==> src/pic_map.vh <==
// constants for the snoop versus in-flight command conflict logic
// assumes a 10 MHz system clock and 64-byte cache blocks
// What this block does
// - never send upgrades to nonexistent memory
// - one snoop reply per snoop
// - victim entries keep victim and snoop valids
// - reply reports victim hit and sent state
// - replies leave in snoop arrival order
// - stall snoop on index match in victim file
// - keep one victim entry reserved for snoops
// - victim part of read treated as writeback
// - invalidating snoop on locked block fails conditional store
// - pending reads and claims never interact
// - sent dirty victim hit reported in reply
// - pending upgrade hit reported as miss hit
`ifndef PIC_MAP_VH
`define PIC_MAP_VH
`define PIC_PA_W        44
`define PIC_BLK_LSB     6
`define PIC_IDX_MSB     19
`define PIC_VAF_N       8
`define PIC_VAF_IW      3
`define PIC_MAF_N       8
`define PIC_MAF_IW      3
`define PIC_SQ_N        4
`define PIC_SQ_IW       2
`define PIC_NXT_W       3
// miss entry command kinds
`define PIC_CMD_W       3
`define PIC_CMD_RDBLK   3'h0
`define PIC_CMD_RDMOD   3'h1
`define PIC_CMD_FETCH   3'h2
`define PIC_CMD_CLAIM   3'h3
`define PIC_CMD_UPCLN   3'h4
`define PIC_CMD_UPSHR   3'h5
`define PIC_CMD_UPSTC   3'h6
// next block state codes of a snoop
`define PIC_NXT_INVAL   3'h0
`endif

==> src/pic_vaf.v <==
// victim address file: victim and snoop valid bits per entry
// assumes the miss side allocates only when o_alloc_ok is high
`timescale 1ns/1ps
`include "pic_map.vh"
module pic_vaf (
  input  wire                      i_mclk,
  input  wire                      i_resetn,
  input  wire                      i_vic_alloc,
  input  wire [`PIC_PA_W-1:0]      i_vic_pa,
  input  wire                      i_vic_sent,
  input  wire [`PIC_VAF_IW-1:0]    i_vic_sent_idx,
  input  wire                      i_release,
  input  wire [`PIC_VAF_IW-1:0]    i_release_idx,
  input  wire                      i_snp_set,
  input  wire [`PIC_VAF_IW-1:0]    i_snp_set_idx,
  input  wire                      i_snp_clr,
  input  wire [`PIC_VAF_IW-1:0]    i_snp_clr_idx,
  input  wire [`PIC_PA_W-1:0]      i_look_pa,
  output wire                      o_alloc_ok,
  output wire                      o_vic_hit,
  output wire                      o_vic_sent_hit,
  output wire                      o_idx_conflict,
  output wire [`PIC_VAF_N-1:0]     o_vic_valid
);
  reg  [`PIC_PA_W-1:0] pa_reg [0:`PIC_VAF_N-1];
  reg  [`PIC_PA_W-1:0] snp_pa_reg [0:`PIC_VAF_N-1];
  reg  [`PIC_VAF_N-1:0] vic_v_reg;
  reg  [`PIC_VAF_N-1:0] snp_v_reg;
  reg  [`PIC_VAF_N-1:0] sent_reg;
  reg  [`PIC_VAF_IW-1:0] free_idx;
  reg  [`PIC_VAF_IW:0]  free_cnt;
  wire [`PIC_VAF_N-1:0] busy = vic_v_reg | snp_v_reg;
  wire [`PIC_VAF_N-1:0] blk_m;
  wire [`PIC_VAF_N-1:0] idx_m;
  integer k;

  always @* begin
    free_idx = {`PIC_VAF_IW{1'b0}};
    free_cnt = {(`PIC_VAF_IW+1){1'b0}};
    for (k = `PIC_VAF_N-1; k >= 0; k = k - 1) begin
      if (!busy[k]) begin
        free_idx = k[`PIC_VAF_IW-1:0];
        free_cnt = free_cnt + 1'b1;
      end
    end
  end

  assign o_alloc_ok = (free_cnt > 1);

  genvar g;
  generate
    for (g = 0; g < `PIC_VAF_N; g = g + 1) begin : g_ent
      assign blk_m[g] = vic_v_reg[g] &&
        (pa_reg[g][`PIC_PA_W-1:`PIC_BLK_LSB] == i_look_pa[`PIC_PA_W-1:`PIC_BLK_LSB]);
      assign idx_m[g] = snp_v_reg[g] &&
        (snp_pa_reg[g][`PIC_IDX_MSB:`PIC_BLK_LSB] ==
         i_look_pa[`PIC_IDX_MSB:`PIC_BLK_LSB]);
      always @(posedge i_mclk or negedge i_resetn) begin
        if (!i_resetn) begin
          vic_v_reg[g] <= 1'b0;
          snp_v_reg[g] <= 1'b0;
          sent_reg[g]  <= 1'b0;
          pa_reg[g]    <= {`PIC_PA_W{1'b0}};
          snp_pa_reg[g] <= {`PIC_PA_W{1'b0}};
        end else begin
          // victim and snoop valids are kept apart
          if (i_vic_alloc && o_alloc_ok && free_idx == g) begin
            vic_v_reg[g] <= 1'b1;
            sent_reg[g]  <= 1'b0;
            pa_reg[g]    <= i_vic_pa;
          end else if (i_release && i_release_idx == g) begin
            vic_v_reg[g] <= 1'b0;
            sent_reg[g]  <= 1'b0;
          end else if (i_vic_sent && i_vic_sent_idx == g) begin
            sent_reg[g] <= 1'b1;
          end
          if (i_snp_set && i_snp_set_idx == g) begin
            snp_v_reg[g] <= 1'b1;
            // later snoops stall on this snoop's own index, not the victim's
            snp_pa_reg[g] <= i_look_pa;
          end else if (i_snp_clr && i_snp_clr_idx == g) begin
            snp_v_reg[g] <= 1'b0;
          end
        end
      end
    end
  endgenerate

  assign o_vic_hit      = |blk_m;
  assign o_vic_sent_hit = |(blk_m & sent_reg);
  assign o_idx_conflict = |idx_m;
  // any held slot, but a victim allocated after slot_reg is picked and before the snoop is taken lands on the same slot
  assign o_vic_valid    = busy;
endmodule // pic_vaf

==> src/pic_maf.v <==
// miss address file lookup: finds pending upgrades matching a snoop
// assumes the miss side writes entries and retires them itself
`timescale 1ns/1ps
`include "pic_map.vh"
module pic_maf (
  input  wire                      i_mclk,
  input  wire                      i_resetn,
  input  wire                      i_alloc,
  input  wire [`PIC_MAF_IW-1:0]    i_alloc_idx,
  input  wire [`PIC_PA_W-1:0]      i_alloc_pa,
  input  wire [`PIC_CMD_W-1:0]     i_alloc_cmd,
  input  wire                      i_retire,
  input  wire [`PIC_MAF_IW-1:0]    i_retire_idx,
  input  wire [`PIC_PA_W-1:0]      i_look_pa,
  output wire                      o_upg_hit,
  output wire                      o_stc_hit
);
  reg [`PIC_PA_W-1:0]  pa_reg  [0:`PIC_MAF_N-1];
  reg [`PIC_CMD_W-1:0] cmd_reg [0:`PIC_MAF_N-1];
  reg [`PIC_MAF_N-1:0] v_reg;
  wire [`PIC_MAF_N-1:0] upg_m;
  wire [`PIC_MAF_N-1:0] stc_m;

  // only upgrades interact; reads and write claims do not own the block yet
  function is_upgrade;
    input [`PIC_CMD_W-1:0] c;
    begin
      is_upgrade = (c == `PIC_CMD_UPCLN) || (c == `PIC_CMD_UPSHR) ||
                   (c == `PIC_CMD_UPSTC);
    end
  endfunction

  genvar g;
  generate
    for (g = 0; g < `PIC_MAF_N; g = g + 1) begin : g_ent
      wire blk_eq = pa_reg[g][`PIC_PA_W-1:`PIC_BLK_LSB] ==
                    i_look_pa[`PIC_PA_W-1:`PIC_BLK_LSB];
      assign upg_m[g] = v_reg[g] && blk_eq && is_upgrade(cmd_reg[g]);
      assign stc_m[g] = v_reg[g] && blk_eq && (cmd_reg[g] == `PIC_CMD_UPSTC);
      always @(posedge i_mclk or negedge i_resetn) begin
        if (!i_resetn) begin
          v_reg[g]   <= 1'b0;
          pa_reg[g]  <= {`PIC_PA_W{1'b0}};
          cmd_reg[g] <= `PIC_CMD_RDBLK;
        end else if (i_alloc && i_alloc_idx == g) begin
          v_reg[g]   <= 1'b1;
          pa_reg[g]  <= i_alloc_pa;
          cmd_reg[g] <= i_alloc_cmd;
        end else if (i_retire && i_retire_idx == g) begin
          v_reg[g] <= 1'b0;
        end
      end
    end
  endgenerate

  assign o_upg_hit = |upg_m;
  assign o_stc_hit = |stc_m;
endmodule // pic_maf

==> src/pic_top.v <==
// snoop ordering against in-flight miss and victim commands
// assumes the system sends snoops with a valid strobe and takes replies in order
`timescale 1ns/1ps
`include "pic_map.vh"
module pic_top (
  input  wire                      i_mclk,
  input  wire                      i_resetn,
  input  wire                      i_snp_valid,
  input  wire [`PIC_PA_W-1:0]      i_snp_pa,
  input  wire [`PIC_NXT_W-1:0]     i_snp_next,
  output reg                       o_snp_ready,
  output reg                       o_rep_valid,
  output reg                       o_rep_vaf_hit,
  output reg                       o_rep_vic_sent,
  output reg                       o_rep_maf_hit,
  output reg  [`PIC_VAF_IW-1:0]    o_rep_vaf_idx,
  input  wire                      i_snp_done,
  input  wire [`PIC_VAF_IW-1:0]    i_snp_done_idx,
  input  wire                      i_maf_alloc,
  input  wire [`PIC_MAF_IW-1:0]    i_maf_idx,
  input  wire [`PIC_PA_W-1:0]      i_maf_pa,
  input  wire [`PIC_CMD_W-1:0]     i_maf_cmd,
  input  wire                      i_maf_nxm,
  input  wire                      i_maf_retire,
  input  wire [`PIC_MAF_IW-1:0]    i_maf_retire_idx,
  output reg                       o_maf_issue,
  output reg                       o_maf_nxm_fail,
  input  wire                      i_vic_alloc,
  input  wire [`PIC_PA_W-1:0]      i_vic_pa,
  input  wire                      i_vic_sent,
  input  wire [`PIC_VAF_IW-1:0]    i_vic_sent_idx,
  input  wire                      i_release,
  input  wire [`PIC_VAF_IW-1:0]    i_release_idx,
  output reg                       o_vic_alloc_ok,
  input  wire                      i_lock_set,
  input  wire [`PIC_PA_W-1:0]      i_lock_pa,
  input  wire                      i_stc_exec,
  output reg                       o_stc_result,
  output reg                       o_stc_done
);
  localparam ST_IDLE  = 2'h0;
  localparam ST_LOOK  = 2'h1;
  localparam ST_REPLY = 2'h2;

  reg [`PIC_PA_W-1:0]   q_pa_reg   [0:`PIC_SQ_N-1];
  reg [`PIC_NXT_W-1:0]  q_nxt_reg  [0:`PIC_SQ_N-1];
  reg [`PIC_SQ_IW:0]    wp_reg;
  reg [`PIC_SQ_IW:0]    rp_reg;
  reg [1:0]             st_reg;
  reg [1:0]             st_next;
  reg [`PIC_VAF_IW-1:0] slot_reg;
  reg                   lock_v_reg;
  reg [`PIC_PA_W-1:0]   lock_pa_reg;

  wire [`PIC_SQ_IW-1:0] rp  = rp_reg[`PIC_SQ_IW-1:0];
  wire [`PIC_SQ_IW-1:0] wp  = wp_reg[`PIC_SQ_IW-1:0];
  wire q_empty = (wp_reg == rp_reg);
  wire q_full  = (wp_reg[`PIC_SQ_IW-1:0] == rp_reg[`PIC_SQ_IW-1:0]) &&
                 (wp_reg[`PIC_SQ_IW] != rp_reg[`PIC_SQ_IW]);
  wire [`PIC_PA_W-1:0]  head_pa  = q_pa_reg[rp];
  wire [`PIC_NXT_W-1:0] head_nxt = q_nxt_reg[rp];
  wire push = i_snp_valid && o_snp_ready;

  wire vaf_alloc_ok;
  wire vaf_hit;
  wire vaf_sent_hit;
  wire idx_conflict;
  wire [`PIC_VAF_N-1:0] vic_valid;
  wire maf_upg_hit;
  wire maf_stc_hit;
  wire snp_take = (st_reg == ST_LOOK) && !idx_conflict;

  pic_vaf u_vaf (
    .i_mclk         (i_mclk),
    .i_resetn       (i_resetn),
    .i_vic_alloc    (i_vic_alloc),
    .i_vic_pa       (i_vic_pa),
    .i_vic_sent     (i_vic_sent),
    .i_vic_sent_idx (i_vic_sent_idx),
    .i_release      (i_release),
    .i_release_idx  (i_release_idx),
    .i_snp_set      (snp_take),
    .i_snp_set_idx  (slot_reg),
    .i_snp_clr      (i_snp_done),
    .i_snp_clr_idx  (i_snp_done_idx),
    .i_look_pa      (head_pa),
    .o_alloc_ok     (vaf_alloc_ok),
    .o_vic_hit      (vaf_hit),
    .o_vic_sent_hit (vaf_sent_hit),
    .o_idx_conflict (idx_conflict),
    .o_vic_valid    (vic_valid)
  );

  pic_maf u_maf (
    .i_mclk       (i_mclk),
    .i_resetn     (i_resetn),
    .i_alloc      (i_maf_alloc),
    .i_alloc_idx  (i_maf_idx),
    .i_alloc_pa   (i_maf_pa),
    .i_alloc_cmd  (i_maf_cmd),
    .i_retire     (i_maf_retire),
    .i_retire_idx (i_maf_retire_idx),
    .i_look_pa    (head_pa),
    .o_upg_hit    (maf_upg_hit),
    .o_stc_hit    (maf_stc_hit)
  );

  function is_upgrade_cmd;
    input [`PIC_CMD_W-1:0] c;
    begin
      is_upgrade_cmd = (c == `PIC_CMD_UPCLN) || (c == `PIC_CMD_UPSHR) ||
                       (c == `PIC_CMD_UPSTC);
    end
  endfunction

  // snoop queue: replies drain strictly from the head
  always @(posedge i_mclk or negedge i_resetn) begin
    if (!i_resetn) begin
      wp_reg <= {(`PIC_SQ_IW+1){1'b0}};
      rp_reg <= {(`PIC_SQ_IW+1){1'b0}};
    end else begin
      if (push) begin
        wp_reg <= wp_reg + 1'b1;
      end
      if (st_reg == ST_REPLY) begin
        rp_reg <= rp_reg + 1'b1;
      end
    end
  end

  always @(posedge i_mclk) begin
    if (push) begin
      q_pa_reg[wp]  <= i_snp_pa;
      q_nxt_reg[wp] <= i_snp_next;
    end
  end

  always @* begin
    st_next = st_reg;
    case (st_reg)
      ST_IDLE:  if (!q_empty) st_next = ST_LOOK;
      // hold the head while an older snoop shares its index
      ST_LOOK:  if (!idx_conflict) st_next = ST_REPLY;
      ST_REPLY: st_next = ST_IDLE;
      default:  st_next = ST_IDLE;
    endcase
  end

  always @(posedge i_mclk or negedge i_resetn) begin
    if (!i_resetn) begin
      st_reg         <= ST_IDLE;
      o_rep_valid    <= 1'b0;
      o_rep_vaf_hit  <= 1'b0;
      o_rep_vic_sent <= 1'b0;
      o_rep_maf_hit  <= 1'b0;
      o_rep_vaf_idx  <= {`PIC_VAF_IW{1'b0}};
      o_snp_ready    <= 1'b0;
      o_vic_alloc_ok <= 1'b0;
    end else begin
      st_reg         <= st_next;
      o_snp_ready    <= !q_full && !(push && (wp_reg + 1'b1 == {~rp_reg[`PIC_SQ_IW], rp}));
      o_vic_alloc_ok <= vaf_alloc_ok;
      o_rep_valid    <= 1'b0;
      if (snp_take) begin
        // victim hit covers writebacks and victim halves of reads alike
        o_rep_valid    <= 1'b1;
        o_rep_vaf_hit  <= vaf_hit;
        o_rep_vic_sent <= vaf_sent_hit;
        o_rep_maf_hit  <= maf_upg_hit;
        o_rep_vaf_idx  <= slot_reg;
      end
    end
  end

  // the reserved entry leaves a free slot unless an earlier snoop not yet done took it; pick the lowest free one
  integer j;
  always @(posedge i_mclk or negedge i_resetn) begin
    if (!i_resetn) begin
      lock_v_reg  <= 1'b0;
      lock_pa_reg <= {`PIC_PA_W{1'b0}};
    end else begin
      if (i_lock_set) begin
        lock_v_reg  <= 1'b1;
        lock_pa_reg <= i_lock_pa;
      end
      // invalidating snoop kills the lock, no block-modify read follows
      if (snp_take && head_nxt == `PIC_NXT_INVAL && lock_v_reg &&
          lock_pa_reg[`PIC_PA_W-1:`PIC_BLK_LSB] == head_pa[`PIC_PA_W-1:`PIC_BLK_LSB]) begin
        lock_v_reg <= 1'b0;
      end else if (i_stc_exec) begin
        lock_v_reg <= 1'b0;
      end
    end
  end

  always @(posedge i_mclk or negedge i_resetn) begin
    if (!i_resetn) begin
      o_stc_result   <= 1'b0;
      o_stc_done     <= 1'b0;
      o_maf_issue    <= 1'b0;
      o_maf_nxm_fail <= 1'b0;
    end else begin
      o_stc_done   <= i_stc_exec;
      o_stc_result <= i_stc_exec && lock_v_reg && !(snp_take &&
                      head_nxt == `PIC_NXT_INVAL && lock_pa_reg[`PIC_PA_W-1:`PIC_BLK_LSB]
                      == head_pa[`PIC_PA_W-1:`PIC_BLK_LSB]);
      // upgrades to nonexistent memory are never put on the bus
      o_maf_issue    <= i_maf_alloc && !(i_maf_nxm && is_upgrade_cmd(i_maf_cmd));
      o_maf_nxm_fail <= i_maf_alloc && i_maf_nxm && is_upgrade_cmd(i_maf_cmd);
    end
  end

  // pick a free victim slot for the snoop's data
  always @(posedge i_mclk or negedge i_resetn) begin
    if (!i_resetn) begin
      slot_reg <= {`PIC_VAF_IW{1'b0}};
    end else if (st_reg == ST_IDLE) begin
      slot_reg <= {`PIC_VAF_IW{1'b0}};
      for (j = `PIC_VAF_N-1; j >= 0; j = j - 1) begin
        if (!vic_valid[j]) begin
          slot_reg <= j[`PIC_VAF_IW-1:0];
        end
      end
    end
  end
endmodule // pic_top

==> config.mk <==
export PLATFORM = sky130hd
export DESIGN_NAME = pic_top
export DESIGN_NICKNAME = d
export VERILOG_FILES = /design/src/pic_vaf.v /design/src/pic_maf.v /design/src/pic_top.v
export VERILOG_INCLUDE_DIRS = /design/src /design/src/src
export SDC_FILE = /design/constraint.sdc
export NUM_CORES = 2
export LEC_CHECK = 0
export BUFFER_PORTS_ARGS = -buffer_cell sky130_fd_sc_hd__clkbuf_2
export CORE_MARGIN = 8
export CORE_UTILIZATION = 35
export CTS_CLUSTER_SIZE = 28
export DETAILED_ROUTE_END_ITERATION = 10
export GPL_TIMING_DRIVEN = 0
export PLACE_DENSITY = 0.53
export REMOVE_ABC_BUFFERS = 1
export SLEW_MARGIN = 20
export SYNTH_ARGS = -nofsm -noshare
export SYNTH_HDL_FRONTEND = slang
export SYNTH_HIERARCHICAL = 1
export SYNTH_SLANG_ARGS = --single-unit
==> constraint.sdc <==
create_clock -name i_mclk -period 6.5 [get_ports i_mclk]
set_input_delay 0.325 -clock i_mclk [delete_from_list [all_inputs] [get_ports i_mclk]]
set_output_delay 0.325 -clock i_mclk [all_outputs]
set_load 0.01 [all_outputs]
==> qor.yml <==
vias_per_cell: 5.11
area_growth_pct: 18.0
pin_count: 222
route.vias.total: 28400
clockBufferDepth: 3
clk_pin_slew_worst_paths_ns: 0.06
h-tree-depth: 3
final.period_utilization_pct: 93.7
crit_arrival_ns: 6.68
p_per_area_nw_per_um2: 535
syn-cell-area_sq_um: 47400
gp_congestion: 0.773
ys_warn_count: 6
cp_top_family: "simple AND/OR/NAND/NOR gates"
leakage_uw: 0.0232
endpoint_kind: "register"
relSlewSlack_pct: 19.5
finClkSkew_ns: 0.0496
cpMaxStageDelayCell: "dfrtp_1"
initial_core_util_pct: 35.1
final-instance-count-excl-fill: 5559
die_y_um: 384
worst_slack_ns: 0.411
crit_required_ns: 7.09
outcome: "completed"
syn_inst: 3381
wl_um: 148000
crit_path_max_fanout: 9
fmax_mhz: 164
cts_tree: "yes"
place_ws_ns: 0.129
worst_slew_pin_slew_ns: 1.21
cp_slowest_stage_delay_ns: 0.42
drc_errors: 0
cts_setup_buffers: 0
crit_chain: "or2_2 > ha_1 > nor3_1 > nor2_2 > xor2_1 > o21ai_0 > ha_1 > xnor2_1 > o21ai_0 > xor2_1 > a21oi_1 > ha_1 > nor2_1 > a21oi_1 > ha_1 > xnor2_1 > a21oi_1 > nor3b_4 > nor3_2 > buf_4 > buf_4 > buf_4 > buf_4 > mux2_2"
antenna_found_initial: 12
post-place-cells: 5242
fp.dieW_um: 384
nets: 3907
drive_gt1_share_pct: 34.8
wl_per_cell_um: 26.6
peakVddDrop_mv: 0.446
hold_viol_final: 0
hold_path_class: "input port to register"
first_iter_violations: 1475
maxCapViolCount: 0
grt.total_usage_pct: 19.8
antenna_left: 0
post-dp-hpwl_um: 97000
insertion_delay_ns: 0.72
rows: 135
firstDrtPassIters: 5
io_buffers: 197
grt_overflow: 0
root_buffer: "clkbuf_16"
min_period_ns: 6.09
grt_pass1_wl_um: 214000
startpoint_type: "register"
crit_buf_inv: 4
criticalPathCategory: "register to register"
die_area_sq_um: 147000
grt_pass1_vias: 29600
numCtsBuffers: 110
grt_max_degree: 86
core_area_sq_um: 135000
finish.utilization_pct: 41.4
drv_slew: 0
fillers: 12500
avgSynthCellArea_sq_um: 14.0
setup_viol: 0
rsz0062_at_grt: "false"
cts.sinks: 1003
[layout by cell type (no fill, tap or decap), types with 17 or more instances in the layout]
master and count:
dfrtp_1 837, mux2_2 735, xor2_1 520, xnor2_1 254, clkbuf_2 195, edfxtp_1 164
nor4_1 132, clkbuf_16 110, dlygate4sd3_1 110, nand4_1 103, nand2_1 44, mux2_4 38
nor2_1 34, buf_6 32, nor3_1 29, buf_16 29, o21ai_0 28, clkbuf_8 26
mux4_2 23, inv_1 23, clkinv_2 22, clkbuf_1 21, mux2_1 18, a21oi_1 17
[per-layer routing]
layer | part of all wire, % | track usage (%) | wire [um] | vias up
li1 | - | - | - | 12600
met1 | 46 | 27.2 | 67800 | 15100
met2 | 49 | 33.4 | 72200 | 522
met3 | 3.3 | 2.45 | 4810 | 164
met4 | 2.1 | 4.96 | 3110 | 0
met5 | 0 | 0 | 0 | -
[worst paths after layout]
path                                                start                             to  slack, ns  cells after the start
min in group asynchronous                        i_resetn    lock_pa_reg[43]$_DFFE_PN0P_       0.10                      2
hold / removal                               i_vic_pa[38]  u_vaf/pa_reg[214]$_DFFE_PN0P_       0.06                      2
max in group asynchronous                        i_resetn  u_maf/pa_reg[139]$_DFFE_PN0P_       4.12                      7
setup / recovery           u_vaf/vic_v_reg[6]$_DFFE_PN0P_  u_vaf/pa_reg[167]$_DFFE_PN0P_       0.41                     24
setup reg to reg           u_vaf/vic_v_reg[6]$_DFFE_PN0P_  u_vaf/pa_reg[167]$_DFFE_PN0P_       0.41                     24
hold reg to reg                    lock_v_reg$_DFFE_PN0P_         lock_v_reg$_DFFE_PN0P_       0.49                      1
[area by class of cell]
class	count	area, sq um	share of cell area, %
tap	1781	2230	3.99
antenna	7	17.5	0.0313
clock buffer	156	3180	5.68
multi-input combinational	2149	20300	36.4
clock inverter	44	534	0.956
inverter	24	90.1	0.161
timing repair buffer	395	3590	6.43
sequential	1003	25900	46.4
[what timing repair did]
action | CTS | global route
hold endpoints to repair | 388 | 0
hold buffers | 110 | 0
endpoints found under the setup margin | 0 | 84
gates resized for setup | 0 | 2
[worst reg2reg max path: cells and delay by family (launching register included)]
family | cells | cell delay [ns]
xor+xnor | 4 | 0.64
compound gates | 5 | 0.92
flops | 1 | 0.42
buf+inv | 4 | 0.94
simple gates | 6 | 1.48
fa+ha+maj | 4 | 1.22
mux | 1 | 0.35
[stage by stage]
step	TNS [ns]	cell area [sq um]	hold slack (ns)	power (uW)
5_1_grt	0	55900	0.0443	31600
6_report	0	55900	0.0595	29900
4_1_cts	0	55900	0.00595	30200
2_1_floorplan	-63.62	46200	0.0294	18800
3_5_place_dp	0	51100	0.305	23600
3_3_place_gp	-	49400	0.463	23000
[report_power, final]
group | total (uW) | internal, uW | leakage (uW) | switching [uW]
clock network | 6410 | 3720 | 0.00182 | 2690
logic | 13600 | 6140 | 0.00965 | 7430
registers | 9930 | 8490 | 0.0117 | 1430
total | 29900 | 18400 | 0.0232 | 11600
No activity file was read; power rests on OpenSTA's default activity.
